### config.mk
export PLATFORM = sky130hd
export DESIGN_NAME = mulaw_codec_serial_port
export DESIGN_NICKNAME = d
export VERILOG_FILES = /design/src/core/codec_port_pkg.sv /design/src/core/mulaw_codec_serial_port.sv
export SDC_FILE = /design/constraint.sdc
export NUM_CORES = 1
export LEC_CHECK = 0
export ABC_AREA = 0
export BUFFER_PORTS_ARGS = -buffer_cell sky130_fd_sc_hd__buf_2
export CORE_UTILIZATION = 45
export DETAILED_ROUTE_END_ITERATION = 7
export PLACE_DENSITY = 0.69
export SYNTH_ARGS = -nofsm -noshare
export SYNTH_HDL_FRONTEND = slang
export SYNTH_SLANG_ARGS = --single-unit
### constraint.sdc
create_clock -name core_clk -period 2.3 [get_ports core_clk]
set_input_delay 0.115 -clock core_clk [delete_from_list [all_inputs] [get_ports core_clk]]
set_output_delay 0.115 -clock core_clk [all_outputs]
set_load 0.01 [all_outputs]
### src/core/codec_port_pkg.sv
// Constants shared by the companding codec serial port.
// Assumes a 100 MHz core clock and bit clocks far slower than it.
package codec_port_pkg;
	// ---------------------------------------------------------------
	// Code word layout
	// ---------------------------------------------------------------
	localparam int WORD_BITS   = 8;
	localparam int SIGN_POS    = 7;
	localparam int SEG_MSB     = 6;
	localparam int SEG_LSB     = 4;
	localparam int LEVEL_MSB   = 3;
	localparam int LEVEL_LSB   = 0;
	localparam logic [2:0] BIT_CNT_LAST = 3'h7;
	localparam logic [2:0] BIT_CNT_ZERO = 3'h0;
	localparam logic [7:0] IDLE_WORD    = 8'h00;
	// ---------------------------------------------------------------
	// Conversion timing
	// ---------------------------------------------------------------
	localparam int CLK_PERIOD_NS   = 10;
	localparam int NULL_TIME_NS    = 100;
	localparam int NULL_CYCLES     = (NULL_TIME_NS + CLK_PERIOD_NS - 1) / CLK_PERIOD_NS;
	localparam logic [7:0] NULL_CNT_LAST = 8'(NULL_CYCLES - 1);
	localparam logic [7:0] CNT_ZERO      = 8'h00;
	localparam logic [7:0] CNT_ONE       = 8'h01;
	localparam logic       BUF_PTR_ONE   = 1'b1;
	localparam logic [1:0] BUF_CNT_ONE   = 2'h1;
	localparam logic [1:0] BUF_CNT_TWO   = 2'h2;
	localparam logic [1:0] BUF_CNT_ZERO  = 2'h0;
endpackage

### src/core/mulaw_codec_serial_port.sv
// Serial framing logic of a companding voice codec, transmit and receive.
// Assumes strobes and bit clocks come from a remote highway controller,
// asynchronous to core_clk, and much slower than it.
`timescale 1ns/1ps
// How it works
// - An offset null cycle runs before every conversion.
// - Sign bit is excluded from offset nulling, stays stable at zero input.
// - Word is sign, three segment bits, four level bits.
// - Sign one is positive, zero negative; magnitude from segment and level.
// - First received bit taken when strobe and bit clock are both high.
// - Core clock and both bit clocks are mutually independent.
// - Rising transmit strobe enables output, starts conversion; falling releases it.
// - Eight bits shifted in while strobe high; word delivered after it falls.
module mulaw_codec_serial_port
	import codec_port_pkg::*;
#(
	parameter int NULL_LEN = NULL_CYCLES
) (
	input  wire logic       core_clk,
	input  wire logic       arst_n,
	input  wire logic       tx_frame_strobe,
	input  wire logic       tx_bit_clock,
	input  wire logic       rx_frame_strobe,
	input  wire logic       rx_bit_clock,
	input  wire logic       rx_data,
	output logic            tx_data_out,
	output logic            tx_data_oe_n,
	input  wire logic [7:0] adc_code,
	input  wire logic       adc_sign_raw,
	output logic            null_active,
	output logic            conv_start,
	output logic [7:0]      dac_code,
	output logic            dac_valid,
	input  wire logic       dac_ready
);
	// ---------------------------------------------------------------
	// Input synchronisers: three stages; strobes and clocks change once stages 2 and 3 agree
	// ---------------------------------------------------------------
	logic [2:0] txs_reg, txc_reg, rxs_reg, rxc_reg, rxd_reg;
	logic       txs_q_reg, txc_q_reg, rxs_q_reg, rxc_q_reg;
	// Stage one only feeds stage two, keeping metastability contained
	always_ff @(posedge core_clk or negedge arst_n) begin
		if (!arst_n) begin
			txs_reg <= 3'h0;
			txc_reg <= 3'h0;
			rxs_reg <= 3'h0;
			rxc_reg <= 3'h0;
			rxd_reg <= 3'h0;
		end else begin
			txs_reg <= {txs_reg[1:0], tx_frame_strobe};
			txc_reg <= {txc_reg[1:0], tx_bit_clock};
			rxs_reg <= {rxs_reg[1:0], rx_frame_strobe};
			rxc_reg <= {rxc_reg[1:0], rx_bit_clock};
			rxd_reg <= {rxd_reg[1:0], rx_data};
		end
	end
	// Filtered levels: hold until stages two and three agree
	always_ff @(posedge core_clk or negedge arst_n) begin
		if (!arst_n) begin
			txs_q_reg <= 1'b0;
			txc_q_reg <= 1'b0;
			rxs_q_reg <= 1'b0;
			rxc_q_reg <= 1'b0;
		end else begin
			if (txs_reg[1] == txs_reg[2]) txs_q_reg <= txs_reg[2];
			if (txc_reg[1] == txc_reg[2]) txc_q_reg <= txc_reg[2];
			if (rxs_reg[1] == rxs_reg[2]) rxs_q_reg <= rxs_reg[2];
			if (rxc_reg[1] == rxc_reg[2]) rxc_q_reg <= rxc_reg[2];
		end
	end
	wire txs_f = (txs_reg[1] == txs_reg[2]) ? txs_reg[2] : txs_q_reg;
	wire txc_f = (txc_reg[1] == txc_reg[2]) ? txc_reg[2] : txc_q_reg;
	wire rxs_f = (rxs_reg[1] == rxs_reg[2]) ? rxs_reg[2] : rxs_q_reg;
	wire rxc_f = (rxc_reg[1] == rxc_reg[2]) ? rxc_reg[2] : rxc_q_reg;
	// Edge events on the filtered levels
	wire tx_start = txs_f & ~txs_q_reg;
	wire tx_end   = ~txs_f & txs_q_reg;
	wire tx_rise  = txc_f & ~txc_q_reg;
	wire rx_end   = ~rxs_f & rxs_q_reg;
	// First bit: strobe rising while clock already high counts as the edge
	wire rx_take  = rxs_f & ((rxc_f & ~rxc_q_reg) | (rxc_f & ~rxs_q_reg));
	// ---------------------------------------------------------------
	// Transmit: null cycle, conversion, load, shift
	// ---------------------------------------------------------------
	typedef enum logic [1:0] {TX_IDLE, TX_NULL, TX_LOAD, TX_SHIFT} tx_state_t;
	tx_state_t  tx_state_reg;
	logic [7:0] null_cnt_reg;
	logic [7:0] tx_shift_reg;
	logic       sign_hold_reg;
	logic       oe_reg;
	wire        null_done = (null_cnt_reg == 8'(NULL_LEN - 1));
	// Sign sampled outside the null cycle; magnitude from the converter
	wire [7:0]  conv_word = {sign_hold_reg, adc_code[SEG_MSB:LEVEL_LSB]};
	// Sequencer; load precedes any shift so a frame never mixes two words
	always_ff @(posedge core_clk or negedge arst_n) begin
		if (!arst_n) begin
			tx_state_reg  <= TX_IDLE;
			null_cnt_reg  <= CNT_ZERO;
			tx_shift_reg  <= IDLE_WORD;
			sign_hold_reg <= 1'b0;
			oe_reg        <= 1'b0;
		end else begin
			case (tx_state_reg)
				TX_IDLE: begin
					null_cnt_reg <= CNT_ZERO;
					if (tx_start) begin
						oe_reg        <= 1'b1;
						sign_hold_reg <= adc_sign_raw;
						tx_state_reg  <= TX_NULL;
					end
				end
				TX_NULL: begin
					null_cnt_reg <= null_cnt_reg + CNT_ONE;
					if (null_done) tx_state_reg <= TX_LOAD;
				end
				TX_LOAD: begin
					tx_shift_reg <= conv_word;
					tx_state_reg <= TX_SHIFT;
				end
				default: begin
					if (tx_rise) tx_shift_reg <= {tx_shift_reg[6:0], 1'b0};
				end
			endcase
			if (tx_end) begin
				oe_reg       <= 1'b0;
				tx_state_reg <= TX_IDLE;
			end
		end
	end
	// Serial output and its enable; the data bit holds between recognised bit clock rises.
	// Enable is a register so the released pin never glitches on strobe noise.
	assign tx_data_out  = tx_shift_reg[SIGN_POS];
	assign tx_data_oe_n = ~oe_reg;
	assign null_active  = (tx_state_reg == TX_NULL);
	assign conv_start   = tx_start;
	// ---------------------------------------------------------------
	// Receive: shift while strobe high, deliver on falling strobe
	// ---------------------------------------------------------------
	logic [7:0] rx_shift_reg;
	logic [2:0] rx_cnt_reg;
	logic       rx_full_reg;
	always_ff @(posedge core_clk or negedge arst_n) begin
		if (!arst_n) begin
			rx_shift_reg <= IDLE_WORD;
			rx_cnt_reg   <= BIT_CNT_ZERO;
			rx_full_reg  <= 1'b0;
		end else if (rx_end) begin
			rx_cnt_reg  <= BIT_CNT_ZERO;
			rx_full_reg <= 1'b0;
		end else if (rx_take && !rx_full_reg) begin
			rx_shift_reg <= {rx_shift_reg[6:0], rxd_reg[2]};
			rx_cnt_reg   <= rx_cnt_reg + 3'h1;
			if (rx_cnt_reg == BIT_CNT_LAST) rx_full_reg <= 1'b1;
		end
	end
	// Word offered to the buffer only if all eight bits arrived
	// A cut frame leaves nothing behind: the count restarts on every strobe fall
	wire rx_push = rx_end & rx_full_reg;
	// ---------------------------------------------------------------
	// Two-entry buffer toward the converter; a stall keeps two words, a third is dropped
	// ---------------------------------------------------------------
	logic [7:0] buf_mem [2];
	logic       wr_ptr_reg, rd_ptr_reg;
	logic [1:0] buf_cnt_reg;
	// Full buffer drops a new word: the frame source cannot be stalled
	wire buf_in  = rx_push & (buf_cnt_reg != BUF_CNT_TWO);
	wire buf_out = dac_valid & dac_ready;
	always_ff @(posedge core_clk or negedge arst_n) begin
		if (!arst_n) begin
			wr_ptr_reg  <= 1'b0;
			rd_ptr_reg  <= 1'b0;
			buf_cnt_reg <= BUF_CNT_ZERO;
			buf_mem[0]  <= IDLE_WORD;
			buf_mem[1]  <= IDLE_WORD;
		end else begin
			if (buf_in) begin
				buf_mem[wr_ptr_reg] <= rx_shift_reg;
				wr_ptr_reg          <= wr_ptr_reg ^ BUF_PTR_ONE;
			end
			if (buf_out) rd_ptr_reg <= rd_ptr_reg ^ BUF_PTR_ONE;
			if (buf_in && !buf_out) buf_cnt_reg <= buf_cnt_reg + BUF_CNT_ONE;
			else if (!buf_in && buf_out) buf_cnt_reg <= buf_cnt_reg - BUF_CNT_ONE;
		end
	end
	assign dac_valid = (buf_cnt_reg != BUF_CNT_ZERO);
	assign dac_code  = buf_mem[rd_ptr_reg];
	// ---------------------------------------------------------------
	// Checks
	// ---------------------------------------------------------------
	a_null_before_load: assert property (@(posedge core_clk) disable iff (!arst_n)
		(tx_state_reg == TX_LOAD) |-> $past(tx_state_reg) == TX_NULL)
		else $error("load without null cycle");
	a_oe_on_start: assert property (@(posedge core_clk) disable iff (!arst_n)
		tx_start |=> !tx_data_oe_n)
		else $error("output not enabled on strobe");
	a_oe_off_end: assert property (@(posedge core_clk) disable iff (!arst_n)
		tx_end |=> tx_data_oe_n)
		else $error("output not released on strobe fall");
	a_load_word: assert property (@(posedge core_clk) disable iff (!arst_n)
		(tx_state_reg == TX_LOAD && !tx_end) |=> tx_shift_reg == $past(conv_word))
		else $error("shifter not loaded with converted word");
	a_sign_stable: assert property (@(posedge core_clk) disable iff (!arst_n)
		(tx_state_reg == TX_NULL) |=> $stable(sign_hold_reg))
		else $error("sign changed during null cycle");
	a_rx_eight_bits: assert property (@(posedge core_clk) disable iff (!arst_n)
		rx_push |-> rx_cnt_reg == BIT_CNT_ZERO)
		else $error("word delivered without eight bits");
	a_rx_shift_msb: assert property (@(posedge core_clk) disable iff (!arst_n)
		(rx_take && !rx_full_reg && !rx_end) |=> rx_shift_reg[0] == $past(rxd_reg[2]))
		else $error("received bit not captured");
	a_buf_hold: assert property (@(posedge core_clk) disable iff (!arst_n)
		(dac_valid && !dac_ready) |=> dac_valid && $stable(dac_code))
		else $error("buffered word lost under stall");
endmodule

* Yosys cells after proc, flatten, opt, wreduce, memory -nomap -nowiden
Index checks and enable logic that the tools add are counted.
** Word-level totals
- Flip-flop bits (word level) :: 71
- Bits in latches :: 0
- Memory bits (writable) :: 0
- ROM bits :: 0
- Input bits :: 17
- Output and inout bits :: 13
- Logic and storage cells :: 115
- Memories kept :: 0
** Cells by class
- Add/subtract/negate cells :: 4
- $mul :: 0
- Divide/modulo/power cells :: 0
- $lt $le $gt $ge :: 3
- Equal/unequal tests :: 11
- Shift-type cells :: 0
- Mux-type cells :: 27
- Bitwise gates (word level) :: 24
- Reduce and logical (&&, ||, !) cells :: 24
** Operators by type and width (number)
- $mux 8 :: 5
- $pmux 8 s2 :: 2
- $bwmux 16 :: 1
- $reduce_bool 2->1 :: 8
- $not 1->1 :: 11
- $and 1x1->1 :: 10
- $mux 1 :: 10
- $mux 2 :: 5
- $reduce_and 2->1 :: 5
- $add 8x1->8 const B :: 1
- $demux 8 s1 :: 1
- $eq 8x4->1 const B :: 1
- $mux 3 :: 2
- $pmux 2 s3 :: 1
- $eq 1x1->1 :: 4
- $ge 2x2->1 const B :: 2
- $logic_and 1x1->1 :: 4
- $not 1->2 :: 2
- $reduce_bool 4->1 :: 1
- $add 3x1->3 const B :: 1
- $eq 3x3->1 const B :: 1
- $logic_not 1->1 :: 3
- $ne 3x1->1 const B :: 1
- $ne 3x3->1 const B :: 1
- 10 further kinds :: 10

* Longest topological paths before layout
Gate-level depths: netlist of the first run.
- Word-level depth :: 10
- Gate-level depth with buffers :: 8
- Gate-level depth less buffers :: 8

* Least setup slack after synthesis of the first run
No wires, ideal clock.
- Kind :: reg2reg
- From :: reg tx_state_reg[0]
- To :: reg tx_shift_reg[1]
- Setup time :: 142 ps
- Arrival :: 1594 ps
- Data required time :: 2158 ps
- Setup slack :: 565 ps
- Stages on the path, launching flop included :: 9
- Buffers on the path :: 2
- Clock period less this slack :: 1735 ps
- Cell sequence :: dfrtp_1 -> inv_1 -> ha_1 -> clkbuf_1 -> nor2_1 -> o21ai_0 -> clkbuf_1 -> nand2_1 -> o21ai_0
** Between the ends
- Cells in the longest elaborated chain, start to end :: 4
- Elaborated cells on any way between the ends :: 8
- Those cells by class :: 2 x eq/ne; 1 x mux; 1 x bitwise; 4 x reduce/logical
** Ends and longest elaborated chain
- start, declared :: line mulaw_codec_serial_port.sv:86 : tx_state_t tx_state_reg;
- start signal, assigned :: line mulaw_codec_serial_port.sv:97 : tx_state_reg <= TX_IDLE;
- start signal, assigned :: line mulaw_codec_serial_port.sv:109 : tx_state_reg <= TX_NULL;
- start signal, assigned :: line mulaw_codec_serial_port.sv:114 : if (null_done) tx_state_reg <= TX_LOAD;
- $eq 2x1->1 / $logic_not 2->1 (equally long branches) :: line mulaw_codec_serial_port.sv:103 : case (tx_state_reg)
- $reduce_or 2->1 (no line)
- $not 1->1 (no line)
- $reduce_and 2->1 (no line)
- end signal, assigned :: line mulaw_codec_serial_port.sv:117 : tx_shift_reg <= conv_word;
- end signal, assigned :: line mulaw_codec_serial_port.sv:121 : if (tx_rise) tx_shift_reg <= {tx_shift_reg[6:0], 1'b0};
- end, declared :: line mulaw_codec_serial_port.sv:88 : logic [7:0] tx_shift_reg;
Parallel ways exist; a longest one is shown, timed or not.
A chain may end at the register's enable or synchronous reset.

* Final worst setup path of the first run
- From :: reg rxs_reg[1]
- To :: reg buf_mem[14] in the netlist's numbering
** Between the ends
- Cells in the longest elaborated chain, start to end :: 6
** Ends and longest elaborated chain
- start, declared :: line mulaw_codec_serial_port.sv:39 : logic [2:0] txs_reg, txc_reg, rxs_reg, rxc_reg, rxd_reg;
- start signal, assigned :: line mulaw_codec_serial_port.sv:52 : rxs_reg <= {rxs_reg[1:0], rx_frame_strobe};
- $eq 1x1->1 :: line mulaw_codec_serial_port.sv:73 : wire rxs_f = (rxs_reg[1] == rxs_reg[2]) ? rxs_reg[2] : rxs_q_reg;
- $mux 1
- $not 1->1 :: line mulaw_codec_serial_port.sv:79 : wire rx_end = ~rxs_f & rxs_q_reg;
- $and 1x1->1 :: line mulaw_codec_serial_port.sv:79
- $and 1x1->1 :: line mulaw_codec_serial_port.sv:158 : wire rx_push = rx_end & rx_full_reg;
- $and 1x1->1 :: line mulaw_codec_serial_port.sv:166 : wire buf_in = rx_push & (buf_cnt_reg != BUF_CNT_TWO);
- named net buf_in :: line mulaw_codec_serial_port.sv:166
- end signal, assigned by index :: line mulaw_codec_serial_port.sv:177 : buf_mem[wr_ptr_reg] <= rx_shift_reg;
- end, declared :: line mulaw_codec_serial_port.sv:162 : logic [7:0] buf_mem [2];
The timed path passes the listed nets, and every way through them passes these cells.

==> results of run 1 <==
cell type report:
cell class	instances	area [µm²]	share of cell area
timing repair buffer	38	243	0.0674
clock buffer	11	131	0.0365
sequential	71	1780	0.494
inverter	9	33.8	0.00938
multi-input combinational	156	1240	0.344
tap	77	96.3	0.0268
clock inverter	5	81.3	0.0226
power groups by stage:
stage	clock, mW	sequential [mW]	combinational [mW]
finish	1.06	1.73	0.925
detailed placement	0	1.76	0.933
global placement	0	1.75	0.903
CTS	1.10	1.74	0.942
floorplan	0	1.68	0.724
global route	1.15	1.78	1.06
how the worst max path moves through the flow:
stage          slack (ps)         endpoint  cells past startpoint            start
2_1_floorplan         560  tx_shift_reg[1]                      8  tx_state_reg[0]
3_3_place_gp          410      buf_mem[10]                      4       rxs_reg[1]
3_5_place_dp          400      buf_mem[10]                      4       rxs_reg[1]
4_1_cts               390      buf_mem[10]                      4       rxs_reg[1]
5_1_grt               310      buf_mem[15]                      4        rxs_q_reg
6_report              400      buf_mem[14]                      4       rxs_reg[1]
synthesized netlist by cell type (2+ instances only):
master / n
a211oi_1: 2
a21oi_1: 10
a2bb2oi_1: 2
clkbuf_1: 4
dfrtp_1: 71
ha_1: 11
inv_1: 9
maj3_1: 2
mux2_2: 33
mux2i_1: 13
nand2_1: 17
nand2b_1: 4
nand3_1: 4
nor2_1: 10
nor2b_1: 3
nor4b_1: 3
o21ai_0: 17
xnor2_1: 3
xor2_1: 3
metal layers:
| metal | GRT usage | vias up |
|---|---|---|
| met3 | 0.0570 | 11 |
| li1 | - | 935 |
| met2 | 0.242 | 31 |
| met4 | 0.0647 | 0 |
| met1 | 0.201 | 914 |
| met5 | 0 | - |
cells by family (layout without fill, tap and decap cells):
kind of cell | Yosys count | in the layout | share of synthesized area
AO/OA/AOI/OAI | 39 | 39 | 0.0760
XOR/XNOR | 6 | 6 | 0.0171
adder cells (fa/ha/maj) | 13 | 13 | 0.0512
buffers and inverters | 15 | 63 | 0.0211
flip-flops | 71 | 71 | 0.577
multiplexers | 46 | 46 | 0.163
AND/OR/NAND/NOR | 52 | 52 | 0.0947
stage by stage:
stage / hold slack, ps / utilization
2_1_floorplan: -181 / -
3_5_place_dp: 171 / 0.512
3_3_place_gp: 167 / 0.512
6_report: 25.6 / 0.554
4_1_cts: 14.6 / 0.554
5_1_grt: 9.64 / 0.554
==> out/results.tsv, run 1 <==
stage	metric	value	unit
floorplanning	dieArea	0.00718	mm²
floorplanning	ioPinCount	30	
hold_path	hold_depth	2	
yosys	synthesis.area	0.00308	mm²
placed_design	postPlaceCellArea	0.00333	mm²
final_layout	fin_nets	313	
power_and_ir_drop	switching_share	0.301	
final_layout	area_growth_syn_to_layout	16.9	%
clock_tree	clk_path_buf_depth	2	
yosys	yosys-top-cells-area	dfrtp_1 (58%), mux2_2 (12%), ha_1 (4.5%), mux2i_1 (4.2%), o21ai_0 (2.8%)	
setup_path	reg2reg_from	rxs_reg[1]	
clock_tree	root_buffer	clkbuf_8	
setup_path	r2r_setup_slack	400	ps
timing	setup_violations	0	
drt	wire_per_inst	13.0	µm
power_and_ir_drop	pwr-share-seq	0.466	
floorplanning	fp.dieH	84.7	µm
setup_path	crit_required	2520	ps
timing	fin_crit_sh	0.826	
global_routing	grt_pass1_vias	1892	
drt	drtAntennaViolNets	0	
clock_tree	clock-sinks	71	
power_and_ir_drop	power.density	1030	mW/mm²
drt	routed.top_layer	met4	
power_and_ir_drop	p_clk_frac	0.285	
placed_design	port_buffers	28	
drt	routedLengthMet1	2.33	mm
floorplanning	core_area	0.00649	mm²
drt	dr.pass1.iters	6	
clock_tree	cts_tree	yes	
timing	max_slew_margin	0.640	
drt	drt_iter0_drc	48	
drt	wl_met2	2.18	mm
setup_path	crit_fanout	8	
clock_tree	htree_levels	3	
power_and_ir_drop	leakage	1.74	nW
setup_path	crit_path_cell_trace	nand2b_2, nor4b_4, and2b_1, mux2_2	
global_routing	grt_usage	0.157	
yosys	syn_inst	242	
yosys	yosysTopAreaCell	dfrtp_1	
timing	setup_ws	400	ps
setup_path	start_kind	register	
final_layout	antenna_cells	0	
final_layout	n_fill_cell	550	
timing	slew_viol_final	0	
yosys	syn_nets	270	
yosys	synth_edf_count	0	
final_layout	final_common_cell	dfrtp_1	
setup_path	cp_slowest_cell	and2b_1	
timing	max_freq	526	MHz
yosys	yosys_warnings	0	
final_layout	final_cell_mix	dfrtp_1 (71), mux2_2 (33), buf_2 (28)	
timing	grt_setup_unrepaired	false	
power_and_ir_drop	comb_power_share	0.249	
setup_path	criticalPathCategory	register to register	
yosys	seq_area_frac_synth	0.577	
hold_path	min-delay-start	adc_sign_raw	
power_and_ir_drop	fin_total_pwr	3.72	mW
yosys	synth_top_area_share	0.577	
global_routing	grt_pass1_wl	8.63	mm
yosys	synthDistinctLibCells	40	
drt	routed-via-count	1891	
yosys	ys_ff_latch	71	
power_and_ir_drop	ir_drop	423	µV
drt	drc	0	
run_status	outcome	completed	
final_layout	drive_gt1_frac	0.293	
timing	finClkSkew	10.5	ps
timing	worst_pin_slew	540	ps
placed_design	post-place-ws	397	ps
placed_design	dp_hpwl	3.21	mm
placed_design	dp_cells	345	
global_routing	grt_max_degree	72	
hold_path	min_to	sign_hold_reg	
run	timing.max_cap.violations	0	
final_layout	fin_area	0.00360	mm²
clock_tree	cts_setup_buffers	0	
drt	drt_wl_total	4.79	mm
floorplanning	start_util	0.474	
global_routing	grt_overflow	0	
clock_tree	clkTransAtPathRegs	70	ps
clock_tree	clock_latency	340	ps
final_layout	largest_register_ffs	16	
power_and_ir_drop	p_int	2.60	mW
setup_path	cp.arrival	2120	ps
global_routing	antenna_found_initial	0	
yosys	synth.avg_cell_area	12.7	µm²
timing	fin_setup_tns	0	ps
final_layout	largest-register	buf_mem	
power_and_ir_drop	p_switching	1.12	mW
placed_design	routabilityCongestion	0.732	
setup_path	r2r-end	buf_mem[14]	
clock_tree	cts_resized	0	
setup_path	critPathTopFamily	simple AND/OR/NAND/NOR gates	
setup_path	critPathBufInv	0	
final_layout	layout.cells.non_filler	367	
setup_path	slowest_delay	420	ps
drt	avgViaCountPerCell	5.15	
clock_tree	cts_made_buffers	9	
floorplanning	num_rows	29	
hold_path	hold_path.class	input port to register	
clock_tree	hold_buffers	6	
timing	hold_viol_final	0	
setup_path	rr_worst_depth	4	
yosys	ys.flop_type	dfrtp_1	
drt	met3WireLength	180	µm
yosys	async_reset_ff_frac	1.00	
setup_path	end_kind	register	
timing	min_period	1900	ps
floorplanning	fp.dieW	84.7	µm
Note: power is estimated with default switching activity, not from simulation.
==> run 2, diff against run 1 <==
==> constraint.sdc (replaced) <==
create_clock -name core_clk -period 1.8 [get_ports core_clk]
set_input_delay 0.09 -clock core_clk [delete_from_list [all_inputs] [get_ports core_clk]]
set_output_delay 0.09 -clock core_clk [all_outputs]
set_load 0.01 [all_outputs]
==> run 2 against run 1 <==
Against the previous run: die area did not move; final cell count rose by 2.2%; core utilization rose by 1.1 points; clock skew fell by 5.2 ps; worst hold slack improved by 18 ps; register-to-register slack got worse by 230 ps; critical endpoint is now buf_cnt_reg[1]; routed wire length rose by 4.4%; non-clock buffer count rose by 8; first-iteration DRC count rose by 81%; highest routed layer unchanged; total power rose by 27%; worst setup slack got worse by 230 ps.
==> out/results.tsv, run 2 (synthesis gave the netlist of run 1 again) <==
stage	metric	value	unit	change
run_status	outcome	completed		unchanged
drt	drtAntennaViolNets	0		unchanged
timing	fin_crit_sh	0.906		was 0.826
timing	setup_violations	0		unchanged
hold_path	hold_depth	3		was 2
global_routing	antenna_found_initial	0		unchanged
timing	hold_viol_final	0		unchanged
setup_path	crit_fanout	5		was 8
floorplanning	ioPinCount	30		unchanged
timing	slew_viol_final	0		unchanged
global_routing	grt_pass1_vias	1975		was 1892
clock_tree	cts_setup_buffers	0		unchanged
drt	drc	0		unchanged
run	timing.max_cap.violations	0		unchanged
timing	min_period	1630	ps	was 1900 ps
clock_tree	clkTransAtPathRegs	80	ps	was 70 ps
setup_path	rr_worst_depth	6		was 4
setup_path	criticalPathCategory	register to register		unchanged
hold_path	min-delay-start	adc_code[3]		was adc_sign_raw
drt	routed-via-count	1927		was 1891
timing	max_freq	613	MHz	was 526 MHz
clock_tree	clock-sinks	71		unchanged
setup_path	r2r_setup_slack	170	ps	was 400 ps
clock_tree	cts_tree	yes		unchanged
timing	whs	43.6	ps	was 25.6 ps
final_layout	drive_gt1_frac	0.312		was 0.293
final_layout	fin_nets	321		was 313
clock_tree	clock_latency	340	ps	about the same
drt	wire_per_inst	13.3	µm	was 13.0 µm
clock_tree	root_buffer	clkbuf_8		unchanged
setup_path	end_kind	register		unchanged
hold_path	hold_path.class	input port to register		unchanged
setup_path	r2r-end	buf_cnt_reg[1]		was buf_mem[14]
final_layout	antenna_cells	0		unchanged
global_routing	grt_pass1_wl	8.98	mm	was 8.63 mm
final_layout	largest_register_ffs	16		unchanged
hold_path	min_to	tx_shift_reg[3]		was sign_hold_reg
floorplanning	core_area	0.00649	mm²	unchanged
final_layout	final_common_cell	dfrtp_1		unchanged
floorplanning	dieArea	0.00718	mm²	unchanged
global_routing	grt_usage	0.161		was 0.157
global_routing	grt_max_degree	72		unchanged
timing	fin_setup_tns	0	ps	unchanged
final_layout	area_growth_syn_to_layout	19.3	%	was 16.9%
timing	grt_setup_unrepaired	false		unchanged
power_and_ir_drop	ir_drop	569	µV	was 423 µV
floorplanning	num_rows	29		unchanged
placed_design	dp_hpwl	3.34	mm	was 3.21 mm
setup_path	cp.arrival	1890	ps	was 2120 ps
floorplanning	fp.dieH	84.7	µm	unchanged
drt	drt_iter0_drc	87		was 48
power_and_ir_drop	power.density	1290	mW/mm²	was 1030 mW/mm²
global_routing	grt_overflow	0		unchanged
floorplanning	start_util	0.474		unchanged
placed_design	postPlaceCellArea	0.00338	mm²	was 0.00333 mm²
final_layout	final_cell_mix	dfrtp_1 (71), mux2_2 (33), buf_2 (28)		unchanged
setup_path	start_kind	register		unchanged
setup_path	crit_required	2060	ps	was 2520 ps
timing	finClkSkew	5.33	ps	was 10.5 ps
drt	drt_wl_total	5.00	mm	was 4.79 mm
placed_design	port_buffers	28		unchanged
setup_path	reg2reg_from	rxs_reg[1]		unchanged
power_and_ir_drop	leakage	1.79	nW	was 1.74 nW
placed_design	routabilityCongestion	0.749		was 0.732
final_layout	fin_area	0.00367	mm²	was 0.00360 mm²
floorplanning	fp.dieW	84.7	µm	unchanged
clock_tree	htree_levels	3		unchanged
drt	dr.pass1.iters	6		unchanged
clock_tree	cts_made_buffers	9		unchanged
final_layout	largest-register	buf_mem		unchanged
timing	max_slew_margin	0.731		was 0.640
drt	avgViaCountPerCell	5.14		was 5.15
timing	worst_pin_slew	403	ps	was 540 ps
clock_tree	clk_path_buf_depth	2		unchanged
-- run 2: cell types whose count changed in the layout (fill, tap and decap cells not counted) --
| cell | before | now |
|---|---|---|
| inv_6 | 1 | 2 |
| clkinv_4 | 0 | 1 |
| bufinv_16 | 2 | 1 |
| nand2b_2 | 1 | 0 |
| nand2b_4 | 0 | 1 |
| inv_8 | 0 | 1 |
| buf_4 | 3 | 8 |
| dlygate4sd3_1 | 6 | 8 |
| buf_12 | 1 | 2 |
| clkbuf_1 | 2 | 0 |
-- run 2: worst max-delay path: stages (launching register included) --
cell and delay (ps):
dfrtp_1 440, nand2b_4 190, nor4b_4 220, buf_4 170, ha_1 250, nor2_1 140, xor2_1 140
-- run 2: worst max path at each step --
stage | slack, ps | cells past startpoint | start | end
after CTS | 80 | 6 | rxs_reg[1] | buf_cnt_reg[1]
after floorplan | 60 | 8 | tx_state_reg[0] | tx_shift_reg[1]
after global placement | 160 | 5 | rxs_reg[1] | buf_mem[11]
after detailed placement | 110 | 7 | rxs_reg[1] | buf_cnt_reg[1]
after global routing | 40 | 6 | rxs_reg[1] | buf_cnt_reg[1]
final | 170 | 6 | rxs_reg[1] | buf_cnt_reg[1]
-- run 2: timing repair --
action,in CTS,in global routing
endpoints found under the setup margin,0,1
endpoints found under the hold margin,78,0
hold buffers,8,0
gates resized for setup,0,1
-- run 2: final cells by class --
class	count	area, µm²
Clock buffer	9	124
Clock inverter	7	80.1
Fill cell	547	2820
Inverter	9	33.8
Multi-Input combinational cell	156	1240
Sequential cell	71	1780
Tap cell	77	96.3
Timing Repair Buffer	46	320
-- run 2: metrics by stage --
step                utilization  setup WS, ps  std cells  total power [mW]
global route              0.566          41.4        375              5.08
CTS                       0.565          83.0        375              4.79
floorplan                     -          64.7        242              3.07
global placement          0.521           155        351              3.41
finish                    0.566           168        375              4.73
detailed placement        0.521           107        351              3.46
-- run 2: report_power, final --
group	switching [mW]	total [mW]	leakage [nW]	internal (mW)
Combinational	0.587	1.21	0.778	0.628
Sequential	0.299	2.22	0.906	1.93
Clock	0.635	1.29	0.102	0.659
Total	1.52	4.73	1.79	3.21
-- run 2: per-layer routing --
| metal | track usage | share of wire | wire (µm) | up-vias |
|---|---|---|---|---|
| li1 | - | - | - | 957 |
| met1 | 0.216 | 0.49 | 2470 | 939 |
| met2 | 0.244 | 0.46 | 2320 | 26 |
| met3 | 0.0452 | 0.028 | 139 | 5 |
| met4 | 0.0786 | 0.014 | 71 | 0 |
| met5 | 0 | 0 | 0 | - |
